**src/common/rsp_map.svh**
```systemverilog
// Purpose: constants for the three-line serial register port
// Assumes: system clock of 200 MHz
// Notes: command byte field positions and codes
`ifndef RSP_MAP_SVH
`define RSP_MAP_SVH
`define RSP_CMD_DIR_BIT 7
`define RSP_CMD_SUB_HI 6
`define RSP_CMD_SUB_LO 4
`define RSP_CMD_IDX_HI 3
`define RSP_CMD_IDX_LO 0
`define RSP_SUB_VALID 3'h1
`define RSP_DIR_WRITE 1'h0
`define RSP_DIR_READ 1'h1
`define RSP_IDX_LAST 4'hf
`define RSP_IDX_RESET 4'h0
`define RSP_FIFO_DEPTH 8
`endif

```
**src/common/rsp_pkg.sv**
```systemverilog
// Purpose: types for the three-line serial register port
// Assumes: nothing
// Notes: register bus carries an index and a byte
package rsp_pkg;
    typedef enum logic [1:0] {
        RSP_IDLE = 2'b00,
        RSP_CMD = 2'b01,
        RSP_DATA = 2'b10,
        RSP_IGNORE = 2'b11
    } rsp_state_e;

    typedef struct packed {
        logic [3:0] idx;
        logic [7:0] data;
    } rsp_wr_s;
endpackage

```
**src/rtl/rsp_fifo.sv**
```systemverilog
// Purpose: small synchronous fifo with valid/ready on both sides
// Assumes: single clock, synchronous active-high reset
// Notes: depth must be a power of two
`timescale 1ns/1ps
`default_nettype none
module rsp_fifo #(
    parameter int WIDTH = 12,
    parameter int DEPTH = 8
) (
    // clock, reset, enable
    input wire logic clk,
    input wire logic rst,
    input wire logic ce,
    // fill side
    input wire logic in_valid,
    output logic in_ready,
    input wire logic [WIDTH-1:0] in_data,
    // drain side
    output logic out_valid,
    input wire logic out_ready,
    output logic [WIDTH-1:0] out_data
);
    localparam int AW = $clog2(DEPTH);
    logic [WIDTH-1:0] mem_q [DEPTH];
    logic [AW:0] wp_q;
    logic [AW:0] rp_q;
    wire full = (wp_q[AW] != rp_q[AW]) && (wp_q[AW-1:0] == rp_q[AW-1:0]);
    wire empty = (wp_q == rp_q);
    wire push = in_valid && !full;
    wire pop = out_ready && !empty;
    assign in_ready = !full;
    assign out_valid = !empty;
    assign out_data = mem_q[rp_q[AW-1:0]];

    always_ff @(posedge clk) begin
        if (ce && push) begin
            mem_q[wp_q[AW-1:0]] <= in_data;
        end
    end

    always_ff @(posedge clk) begin
        if (rst) begin
            wp_q <= '0;
            rp_q <= '0;
        end else if (ce) begin
            if (push) begin
                wp_q <= wp_q + 1'b1;
            end
            if (pop) begin
                rp_q <= rp_q + 1'b1;
            end
        end
    end
endmodule
`default_nettype wire

```
**src/rtl/rsp_port.sv**
```systemverilog
// Purpose: three-line serial register-access port of a real-time clock
// Assumes: serial pins are asynchronous and oversampled by clk (200 MHz)
// Notes: written bytes pass an 8-entry fifo toward the register side;
//        reads fetch through a combinational read port reg_rd_idx/reg_rd_data
// How it works
// (RULE_01) Command and data bytes are accepted only while the select line is high.
// (RULE_02) A low select line returns the state machine, bit counter and byte phase to idle.
// (RULE_03) Every unit is an eight-bit byte shifted most significant bit first.
// (RULE_04) The input line is sampled on each rising serial-clock edge.
// (RULE_05) The output line changes only on falling serial-clock edges.
// (RULE_06) A received byte is committed on the falling edge after its eighth rising edge.
// (RULE_07) The first byte after select rises is the command, later bytes are data.
// (RULE_08) The register pointer loads from the command's register index field.
// (RULE_09) Direction bit 0 means the master writes, 1 means the port returns read data.
// (RULE_10) The pointer advances by one after every data byte read or written.
// (RULE_11) The pointer runs 00h to 0Fh and wraps back to zero after the last one.
// (RULE_12) A subaddress other than 001 makes the port ignore the rest of the transfer.
// (RULE_13) The system may tie input and output lines into one bidirectional line.
// (RULE_14) With separate lines the master always drives the input line high or low.
// (RULE_15) The master returns select low between transactions.
// (RULE_16) Command byte: bit 7 direction, bits 6..4 subaddress, bits 3..0 start index.
// (RULE_17) The output is driven only in the read-data phase of a valid read.
`timescale 1ns/1ps
`default_nettype none
`include "rsp_map.svh"
module rsp_port (
    // clock, reset, enable
    input wire logic clk,
    input wire logic rst,
    input wire logic ce,
    // serial pins
    input wire logic select_pin,
    input wire logic sclk_pin,
    input wire logic serial_in_pin,
    output logic serial_out_pin,
    output logic serial_out_oe,
    // register side: writes
    output logic wr_valid,
    input wire logic wr_ready,
    output rsp_pkg::rsp_wr_s wr_data,
    // register side: reads
    output logic [3:0] reg_rd_idx,
    input wire logic [7:0] reg_rd_data,
    // status
    output logic overflow
);
    // three-stage synchronisers, one per pin; a level counts once stages 2 and 3 agree
    // index 0 is the select line, 1 the serial clock, 2 the serial input
    wire [2:0] pin_raw = {serial_in_pin, sclk_pin, select_pin};
    wire [2:0] pin_agree;
    wire [2:0] pin_now;
    wire [2:0] pin_lvl;

    for (genvar p = 0; p < 3; p++) begin : g_sync
        logic [2:0] sync_q;
        logic level_q;

        always_ff @(posedge clk) begin
            if (rst) begin
                sync_q <= 3'h0;
            end else if (ce) begin
                sync_q <= {sync_q[1:0], pin_raw[p]};
            end
        end

        // the last agreed level is held, so a pin caught mid-change is not seen twice
        always_ff @(posedge clk) begin
            if (rst) begin
                level_q <= 1'b0;
            end else if (ce && pin_agree[p]) begin
                level_q <= sync_q[2];
            end
        end

        assign pin_agree[p] = (sync_q[1] == sync_q[2]);
        assign pin_now[p] = pin_agree[p] ? sync_q[2] : level_q;
        assign pin_lvl[p] = level_q;
    end

    wire sel_q = pin_lvl[0];
    wire sck_q = pin_lvl[1];
    wire sck_agree = pin_agree[1];
    wire sck_now = pin_now[1];

    // edge detection on the filtered serial clock
    wire sck_rise = sck_agree && sck_now && !sck_q;
    wire sck_fall = sck_agree && !sck_now && sck_q;
    // data is settled well before the clock edge, so the filtered level is safe to use
    wire din_now = pin_now[2];

    // serial state
    rsp_pkg::rsp_state_e state_q;
    rsp_pkg::rsp_state_e state_d;
    logic [2:0] bit_cnt_q;
    logic [7:0] shift_q;
    logic byte_done_q;
    logic dir_q;
    logic [3:0] ptr_q;
    logic [7:0] tx_q;
    logic drive_q;
    logic sout_q;
    logic ovf_q;

    wire [7:0] rx_byte = shift_q;
    wire [2:0] cmd_sub = rx_byte[`RSP_CMD_SUB_HI:`RSP_CMD_SUB_LO]; // [RULE_16]
    wire [3:0] cmd_idx = rx_byte[`RSP_CMD_IDX_HI:`RSP_CMD_IDX_LO]; // [RULE_16]
    wire cmd_dir = rx_byte[`RSP_CMD_DIR_BIT]; // [RULE_16]
    wire cmd_ok = (cmd_sub == `RSP_SUB_VALID); // [RULE_12]
    wire commit = byte_done_q && sck_fall; // [RULE_06]
    wire in_data = (state_q == rsp_pkg::RSP_DATA);
    wire is_read = in_data && (dir_q == `RSP_DIR_READ); // [RULE_09]
    wire is_write = in_data && (dir_q == `RSP_DIR_WRITE); // [RULE_09]
    // index wraps explicitly: RSP_IDX_LAST (0Fh) is followed by RSP_IDX_RESET (00h)
    wire [3:0] ptr_next = (ptr_q == `RSP_IDX_LAST) ? `RSP_IDX_RESET : ptr_q + 4'h1; // [RULE_11]
    wire [3:0] cmd_next = (cmd_idx == `RSP_IDX_LAST) ? `RSP_IDX_RESET : cmd_idx + 4'h1;

    // next-state selection
    always_comb begin
        state_d = state_q;
        case (state_q)
            rsp_pkg::RSP_IDLE: begin
                if (sel_q) begin
                    state_d = rsp_pkg::RSP_CMD; // [RULE_07]
                end
            end
            rsp_pkg::RSP_CMD: begin
                if (commit) begin
                    state_d = cmd_ok ? rsp_pkg::RSP_DATA : rsp_pkg::RSP_IGNORE; // [RULE_12]
                end
            end
            rsp_pkg::RSP_DATA: begin
                state_d = rsp_pkg::RSP_DATA;
            end
            rsp_pkg::RSP_IGNORE: begin
                state_d = rsp_pkg::RSP_IGNORE;
            end
            default: begin
                state_d = rsp_pkg::RSP_IDLE;
            end
        endcase
        if (!sel_q) begin
            state_d = rsp_pkg::RSP_IDLE; // [RULE_02]
        end
    end

    always_ff @(posedge clk) begin
        if (rst) begin
            state_q <= rsp_pkg::RSP_IDLE;
        end else if (ce) begin
            state_q <= state_d;
        end
    end

    // bit counter and receive shifter; a dropped select discards a half byte
    // the select clear sits under ce so that a low enable freezes everything
    wire last_bit = (bit_cnt_q == 3'h7);

    always_ff @(posedge clk) begin
        if (rst) begin
            bit_cnt_q <= 3'h0;
        end else if (ce) begin
            if (!sel_q) begin
                bit_cnt_q <= 3'h0; // [RULE_02]
            end else if (sck_rise) begin
                bit_cnt_q <= bit_cnt_q + 3'h1;
            end
        end
    end

    always_ff @(posedge clk) begin
        if (rst) begin
            shift_q <= 8'h00;
        end else if (ce) begin
            if (!sel_q) begin
                shift_q <= 8'h00; // [RULE_02]
            end else if (sck_rise) begin
                shift_q <= {shift_q[6:0], din_now}; // [RULE_03] [RULE_04] [RULE_01]
            end
        end
    end

    always_ff @(posedge clk) begin
        if (rst) begin
            byte_done_q <= 1'b0;
        end else if (ce) begin
            if (!sel_q) begin
                byte_done_q <= 1'b0; // [RULE_02]
            end else if (sck_rise) begin
                byte_done_q <= last_bit;
            end else if (commit) begin
                byte_done_q <= 1'b0;
            end
        end
    end

    // command decode, pointer and direction
    wire cmd_commit = commit && (state_q == rsp_pkg::RSP_CMD);
    wire data_commit = commit && in_data;
    // a read has already fetched the first byte, so point past it
    wire [3:0] ptr_load = (cmd_dir == `RSP_DIR_READ) ? cmd_next : cmd_idx; // [RULE_08]

    always_ff @(posedge clk) begin
        if (rst) begin
            dir_q <= `RSP_DIR_WRITE;
        end else if (ce && cmd_commit) begin
            dir_q <= cmd_dir; // [RULE_09]
        end
    end

    always_ff @(posedge clk) begin
        if (rst) begin
            ptr_q <= `RSP_IDX_RESET;
        end else if (ce) begin
            if (cmd_commit) begin
                ptr_q <= ptr_load; // [RULE_08]
            end else if (data_commit) begin
                ptr_q <= ptr_next; // [RULE_10] [RULE_11]
            end
        end
    end

    // read fetch: the register at cmd_idx on the command commit, then at the pointer on each data commit, is latched
    assign reg_rd_idx = (state_q == rsp_pkg::RSP_CMD) ? cmd_idx : ptr_q;

    // transmit shifter: loads on the commit fall, then shifts on each later fall
    wire read_cmd = cmd_commit && cmd_ok && (cmd_dir == `RSP_DIR_READ); // [RULE_12]
    wire tx_load = read_cmd || (commit && is_read); // [RULE_09]
    wire tx_shift = sck_fall && !tx_load && drive_q; // [RULE_05]

    always_ff @(posedge clk) begin
        if (rst) begin
            tx_q <= 8'h00;
        end else if (ce) begin
            if (!sel_q) begin
                tx_q <= 8'h00;
            end else if (tx_load) begin
                tx_q <= {reg_rd_data[6:0], 1'b0}; // [RULE_03]
            end else if (tx_shift) begin
                tx_q <= {tx_q[6:0], 1'b0};
            end
        end
    end

    always_ff @(posedge clk) begin
        if (rst) begin
            sout_q <= 1'b0;
        end else if (ce) begin
            if (!sel_q) begin
                sout_q <= 1'b0;
            end else if (tx_load) begin
                sout_q <= reg_rd_data[7]; // [RULE_05]
            end else if (tx_shift) begin
                sout_q <= tx_q[7]; // [RULE_05]
            end
        end
    end

    // the enable only rises with a valid read, so a tied data line never contends
    always_ff @(posedge clk) begin
        if (rst) begin
            drive_q <= 1'b0;
        end else if (ce) begin
            if (!sel_q) begin
                drive_q <= 1'b0; // [RULE_17] [RULE_02]
            end else if (tx_load) begin
                drive_q <= 1'b1; // [RULE_17] [RULE_09]
            end
        end
    end

    // write path into the fifo; a full fifo drops the byte and flags it
    wire wr_push = ce && commit && is_write; // [RULE_09] [RULE_12]
    rsp_pkg::rsp_wr_s push_word;
    assign push_word.idx = ptr_q;
    assign push_word.data = rx_byte;
    logic fifo_in_ready;
    logic [11:0] fifo_out;

    rsp_fifo #(
        .WIDTH(12),
        .DEPTH(`RSP_FIFO_DEPTH)
    ) rsp_fifo_inst (
        .clk(clk),
        .rst(rst),
        .ce(ce),
        .in_valid(wr_push),
        .in_ready(fifo_in_ready),
        .in_data(push_word),
        .out_valid(wr_valid),
        .out_ready(wr_ready),
        .out_data(fifo_out)
    );
    assign wr_data = fifo_out;

    // the serial master cannot be stalled, so back-pressure shows as a sticky flag
    always_ff @(posedge clk) begin
        if (rst) begin
            ovf_q <= 1'b0;
        end else if (ce && wr_push && !fifo_in_ready) begin
            ovf_q <= 1'b1;
        end
    end

    assign serial_out_pin = sout_q;
    assign serial_out_oe = drive_q && sel_q; // [RULE_17] [RULE_13]
    assign overflow = ovf_q;
endmodule
`default_nettype wire

```
**config.mk**
```make
export PLATFORM = sky130hd
export DESIGN_NAME = rsp_port
export DESIGN_NICKNAME = d
export VERILOG_FILES = /design/src/common/rsp_pkg.sv /design/src/rtl/rsp_fifo.sv /design/src/rtl/rsp_port.sv
export VERILOG_INCLUDE_DIRS = /design/src /design/src/common
export SDC_FILE = /design/constraint.sdc
export NUM_CORES = 1
export LEC_CHECK = 0
export ABC_AREA = 1
export ABC_CLOCK_PERIOD_IN_PS = 3200
export BUFFER_PORTS_ARGS = -buffer_cell sky130_fd_sc_hd__buf_2
export CAP_MARGIN = 15
export CORE_MARGIN = 5
export CORE_UTILIZATION = 45
export DETAILED_ROUTE_END_ITERATION = 12
export PLACE_DENSITY = 0.71
export SYNTH_ARGS = -nofsm -noshare
export SYNTH_HDL_FRONTEND = slang
export SYNTH_SLANG_ARGS = --single-unit
```
**constraint.sdc**
```tcl
create_clock -name clk -period 3.2 [get_ports clk]
set_clock_uncertainty 0.1 [all_clocks]
set_input_delay 0.64 -clock clk [delete_from_list [all_inputs] [get_ports clk]]
set_output_delay 0.64 -clock clk [all_outputs]
set_load 0.02 [all_outputs]
```
==> results_dict.tcl, run 1 <==
set metrics [dict create \
    status "finished clean" \
    clk_latency_ns 0.43 \
    end_kind "output port" \
    grt_pass1_vias 4685 \
    post_cts_buffers 0 \
    start_kind "register" \
    synth_common_cells "132 x nor2_1, 99 x nand2_1, 96 x edfxtp_1, 52 x dfxtp_1, 51 x o21ai_0" \
    drive_above_1_share 0.137 \
    synth_top_cell_by_area "edfxtp_1" \
    drt-initial-drc-count 489 \
    clk_pin_slew_ns 0.06 \
    num_io_pins 35 \
    numCtsBuffers 17 \
    post_dp_cell_area_sq_um 6700 \
    diodes 0 \
    maxCapViolCount 0 \
    cts_tree "done" \
    cp_max_fo 24 \
    vias_per_cell 5.43 \
    crit_type "reg -> out" \
    dp_hpwl_microns 9220 \
    yosysSeqAreaShare 0.620 \
    ys_ff_latch 148 \
    wl_per_cell_microns 16.0 \
    synth_enable_flop_cells 96 \
    cts_hold_buf 0 \
    grt_overflow 0 \
    synth_cell_types 33 \
    power_density_nw_per_um2 573 \
    hold_class "in -> reg" \
    dieArea_sq_um 16500 \
    grt_pass1_wl_microns 23200 \
    post-route-period-util 0.895 \
    power.leakage_nw 2.79 \
    fmax_mhz 349 \
    fin_util 0.528 \
    syn-cell-area_sq_um 6330 \
    num_rows 43 \
    synth-main-ff-cell "edfxtp_1" \
    slew_headroom 0.522 \
    yosysWarnings 0 \
    wl_microns 14000 \
    max_slew.worst_pin.slew_ns 0.716 \
    synth_most_common_cell "nor2_1" \
    die_y_microns 129 \
    cts_resized 0 \
    syn_nets 666 \
    hold_viol_final 0 \
    dpl.cell_count 841 \
    fin_area_sq_um 7300 \
    firstDrtPassIters 4 \
    setup_viol 0 \
    clock_path_buffers 2 \
    track_usage 0.180 \
    ctsHtreeMaxLevel 4 \
    rsz0062_at_grt "no" \
    antenna_found_initial 0 \
    crit_arrival_ns 2.12 \
    start_util 0.458 \
    synth_cells 643 \
    layout.nets 703 \
    die_w_microns 129 \
    layoutNonFillerInstCount 873 \
    cts_root_buf "clkbuf_16" \
    clock-sinks 148 \
    detail-route-antenna-nets 0 \
    core_sq_um 13800 \
    max-vdd-ir-drop_v 0.000422 \
    place.gp.congestion 0.827 \
    finalCriticalPeriod_ns 2.86 \
    synth_area_leaders "edfxtp_1 46%, dfxtp_1 16%, nor2_1 7.8%" \
    grt_max_degree 49 \
    area_growth_pct 15.4 \
    remaining_drc_errors 0 \
    postSynthAreaPerCell_sq_um 9.84 \
    synth_top_area_frac 0.456 \
    finalMaxSlewViolations 0 \
    via_count 4744 \
    portBuffers 34 \
    synth_async_sr_flop_share 0 \
    tns_ns 0 \
    cp.required_ns 2.46 \
]
[report_power, final]
group          leakage [nW]  switching (mW)  total, mW  internal (mW)
registers              1.31          0.0246       2.06           2.04
clock network         0.291           0.794       2.02           1.23
logic                  1.18          0.0629     0.0964         0.0335
total                  2.79           0.882       4.18           3.30
[kinds of logic (layout without fill, tap and decap cells)]
logic type               Yosys count  after routing  synth area share
AND/OR/NAND/NOR                  281            281             0.185
flip-flops                       148            148             0.620
AO/OA/AOI/OAI                    123            123             0.120
buffers and inverters             73            123            0.0457
XOR/XNOR                          10             10            0.0138
adder cells (fa/ha/maj)            8              8            0.0158
[worst paths after layout]
kind / startpoint / end / slack [ns] / depth (start not counted)
worst max-delay path: register / wr_data[5] / 0.34 / 8
worst min-delay path: select_pin / g_sync[0].sync_q[0] / 0.34 / 3
worst max register to register: g_sync[1].sync_q[1] / rsp_fifo_inst.mem_q[2][11] / 0.70 / 10
worst min register to register: g_sync[2].level_q / g_sync[2].level_q / 0.37 / 2
[metrics by stage]
stage	worst slack [ns]	hold slack (ns)	power (mW)
after global placement	0.799	0.348	2.20
after CTS	0.361	0.326	4.21
after global routing	0.182	0.344	4.33
after floorplan	0.760	0.341	2.17
final	0.335	0.337	4.18
after detailed placement	0.716	0.362	2.20
[registers in the layout (all words and copies together), names as in the netlist, named ones only]
register	count
tx_q	7
byte_done_q	1
rsp_fifo_inst.wp_q	4
ptr_q	4
rsp_fifo_inst.rp_q	4
overflow	1
rsp_fifo_inst.mem_q	96
rx_byte	8
bit_cnt_q	3
g_sync.sync_q	9
drive_q	1
dir_q	1
state_q	2
serial_out_pin	1
g_sync.level_q	3
[layer usage]
metal	share of wire	up-vias	global-route usage
li1	-	2298	-
met1	0.44	2277	0.234
met2	0.47	143	0.281
met3	0.064	26	0.0515
met4	0.022	0	0.0778
met5	0	-	0
[cell type report]
| class | count | area [sq um] |
|---|---|---|
| inverters | 43 | 161 |
| clock buffers | 17 | 425 |
| flip-flops and latches | 148 | 3920 |
| well taps | 180 | 225 |
| repair buffers | 48 | 275 |
| fillers | 1233 | 6530 |
| clock inverters | 15 | 178 |
| multi-input cells | 422 | 2110 |
[critical path, cell delays in order, from the launching register on]
cell and delay, ns:
dfxtp_1 0.34, buf_4 0.20, inv_1 0.08, buf_4 0.27, nor2_1 0.08, o32ai_1 0.36, nand2_1 0.09, nand2_1 0.09
buf_2 0.17
[cells in the final DEF, fill, tap and decap left out, types with 3 or more instances in the layout]
| cell | count |
|---|---|
| buf_2 | 34 |
| xor2_1 | 5 |
| inv_1 | 41 |
| bufinv_16 | 3 |
| xnor2_1 | 5 |
| nand2_1 | 99 |
| edfxtp_1 | 96 |
| clkbuf_16 | 17 |
| buf_4 | 14 |
| o32ai_1 | 24 |
| ha_1 | 8 |
| dfxtp_1 | 52 |
| nor2_1 | 132 |
| nand3_1 | 34 |
| o21ai_0 | 51 |
| inv_6 | 3 |
| nand2_2 | 4 |
| nand4_1 | 3 |
| a221oi_1 | 5 |
| a21oi_1 | 34 |
(Power assumes the default switching activity.)
==> run 2: changes to the inputs <==
--- a/config.mk
+++ b/config.mk
@@ -10,10 +10,12 @@
 export ABC_CLOCK_PERIOD_IN_PS = 3200
 export BUFFER_PORTS_ARGS = -buffer_cell sky130_fd_sc_hd__buf_2
 export CAP_MARGIN = 15
+export CELL_PAD_IN_SITES_DETAIL_PLACEMENT = 0
+export CELL_PAD_IN_SITES_GLOBAL_PLACEMENT = 2
 export CORE_MARGIN = 5
-export CORE_UTILIZATION = 45
+export CORE_UTILIZATION = 39
 export DETAILED_ROUTE_END_ITERATION = 12
-export PLACE_DENSITY = 0.71
+export PLACE_DENSITY = 0.87
 export SYNTH_ARGS = -nofsm -noshare
 export SYNTH_HDL_FRONTEND = slang
 export SYNTH_SLANG_ARGS = --single-unit
==> run 2 against run 1 <==
Compared with the run above: fmax grew 5.9%; non-clock buffer count grew 2; die area grew 14%; sequential power is essentially flat; utilization shrank 6.9 points; final cell count grew 4.1%; worst setup slack gained 0.16 ns; routed wire length grew 1.4%; total power shrank 4.9%; critical path depth is the same; via count shrank 3.9%; sequential share of layout area is essentially flat; critical path type unchanged.
==> results_dict.tcl, run 2 (synthesized netlist as in run 1, its figures left out) <==
set metrics [dict create \
    hold_viol_final 0 \
    area_growth_pct 15.3 \
    numCtsBuffers 17 \
    hp-start "serial_in_pin" \
    cts_tree "done" \
    cpMaxStageDelayCell "dfxtp_1" \
    seq_power_share 0.518 \
    layoutNonFillerInstCount 909 \
    maxCapViolCount 0 \
    net-switching-power_uw 853 \
    fin_util 0.459 \
    drt-initial-drc-count 349 \
    place.gp.congestion 0.813 \
    via_count 4559 \
    grt_util_met3 0.0409 \
    cts_root_buf "clkbuf_16" \
    cp.required_ns 2.46 \
    vias_per_cell 5.02 \
    end_kind "output port" \
    track_usage 0.160 \
    cts_resized 0 \
    post_cts_buffers 0 \
    grt_max_degree 49 \
    dieArea_sq_um 18900 \
    remaining_drc_errors 0 \
    max-vdd-ir-drop_v 0.000377 \
    fin_area_sq_um 7300 \
    grt_pass1_vias 4476 \
    finalCriticalPeriod_ns 2.70 \
    clkPwrFrac 0.457 \
    setup_viol 0 \
    grt_pass1_wl_microns 23200 \
    cp_slowest_stage_delay_ns 0.30 \
    worstHoldPathCells 3 \
    die_y_microns 137 \
    r2r_slack_ns 0.96 \
    dp_hpwl_microns 9010 \
    clk_latency_ns 0.42 \
    largest_reg_flops 96 \
    detail-route-antenna-nets 0 \
    wl_microns 14200 \
    tns_ns 0 \
    power.leakage_nw 2.75 \
    num_rows 46 \
    core_sq_um 15900 \
    post_dp_cell_area_sq_um 6760 \
    use_met1 0.200 \
    portBuffers 34 \
    ctsHtreeMaxLevel 4 \
    cp_max_fo 24 \
    wl_per_cell_microns 15.6 \
    r2r_start "g_sync[1].sync_q[1]" \
    clock-sinks 148 \
    crit_type "reg -> out" \
    p_comb_frac 0.025 \
    clock_path_buffers 2 \
    sw_frac_of_total 0.214 \
    cp_top_family "buffers and inverters" \
    crit_arrival_ns 1.96 \
    grt_overflow 0 \
    finalMaxSlewViolations 0 \
    p_int_mw 3.13 \
    clk_pin_slew_ns 0.06 \
    use_met2 0.271 \
    start_kind "register" \
    rsz0062_at_grt "no" \
    top_usage_layer "met2" \
    slew_headroom 0.494 \
    cp.depth 8 \
    fmax_mhz 370 \
    path_buf_inv 4 \
    dpl.cell_count 879 \
    path_cells "buf_4 > inv_1 > buf_4 > nor2_1 > o32ai_1 > nand2_1 > nand2_1 > buf_2" \
    post-route-period-util 0.845 \
    layout_common_cells "132 x nor2_1, 99 x nand2_1, 96 x edfxtp_1" \
    status "finished clean" \
    firstDrtPassIters 4 \
    antenna_found_initial 0 \
    drive_above_1_share 0.137 \
    max_slew.worst_pin.slew_ns 0.758 \
    power_density_nw_per_um2 546 \
    ff2ff_path_depth 10 \
    num_io_pins 35 \
    hold_class "in -> reg" \
    cts_hold_buf 0 \
    layout.nets 705 \
    diodes 0 \
    start_util 0.398 \
    die_w_microns 137 \
    final_common_cell "nor2_1" \
]
[run 2: area by class of cell]
| type | count | area [sq um] |
|---|---|---|
| Sequential cell | 148 | 3920 |
| Fill cell | 1528 | 8590 |
| Multi-Input combinational cell | 422 | 2110 |
| Tap cell | 216 | 270 |
| Timing Repair Buffer | 50 | 290 |
| Inverter | 43 | 161 |
| Clock buffer | 17 | 425 |
| Clock inverter | 13 | 111 |
[run 2: per-stage QoR]
| step | setup slack (ns) | total power [mW] | hold WS, ns |
|---|---|---|---|
| after floorplan | 0.760 | 2.17 | 0.341 |
| after global placement | 0.919 | 2.20 | 0.347 |
| after detailed placement | 0.904 | 2.20 | 0.366 |
| after CTS | 0.451 | 4.01 | 0.346 |
| after global routing | 0.296 | 4.11 | 0.349 |
| final | 0.496 | 3.98 | 0.360 |
[run 2: power by group through the flow]
stage / registers (mW) / clock network, mW / logic (mW)
after floorplan: 2.10 / 0 / 0.0696
after detailed placement: 2.10 / 0 / 0.0980
after CTS: 2.06 / 1.85 / 0.0983
after global routing: 2.07 / 1.94 / 0.112
final: 2.06 / 1.82 / 0.0978
after global placement: 2.10 / 0 / 0.0962
[run 2: layer usage]
layer | wire length (microns) | up-vias | share of wire
met5 | 0 | - | 0
met4 | 191 | 0 | 0.013
met3 | 650 | 12 | 0.046
met2 | 6950 | 86 | 0.49
met1 | 6390 | 2157 | 0.45
li1 | - | 2304 | -
[run 2: path summary, 6_finish.rpt]
kind | endpoint
setup / recovery | wr_data[3]
hold / removal | g_sync[2].sync_q[0]
setup reg to reg | rsp_fifo_inst.mem_q[4][5]
hold reg to reg | g_sync[0].sync_q[2]
[run 2: tightest hold or removal path: stages]
cell,delay [ns]
buf_2,0.07
nor2_1,0.03
nor2_1,0.09
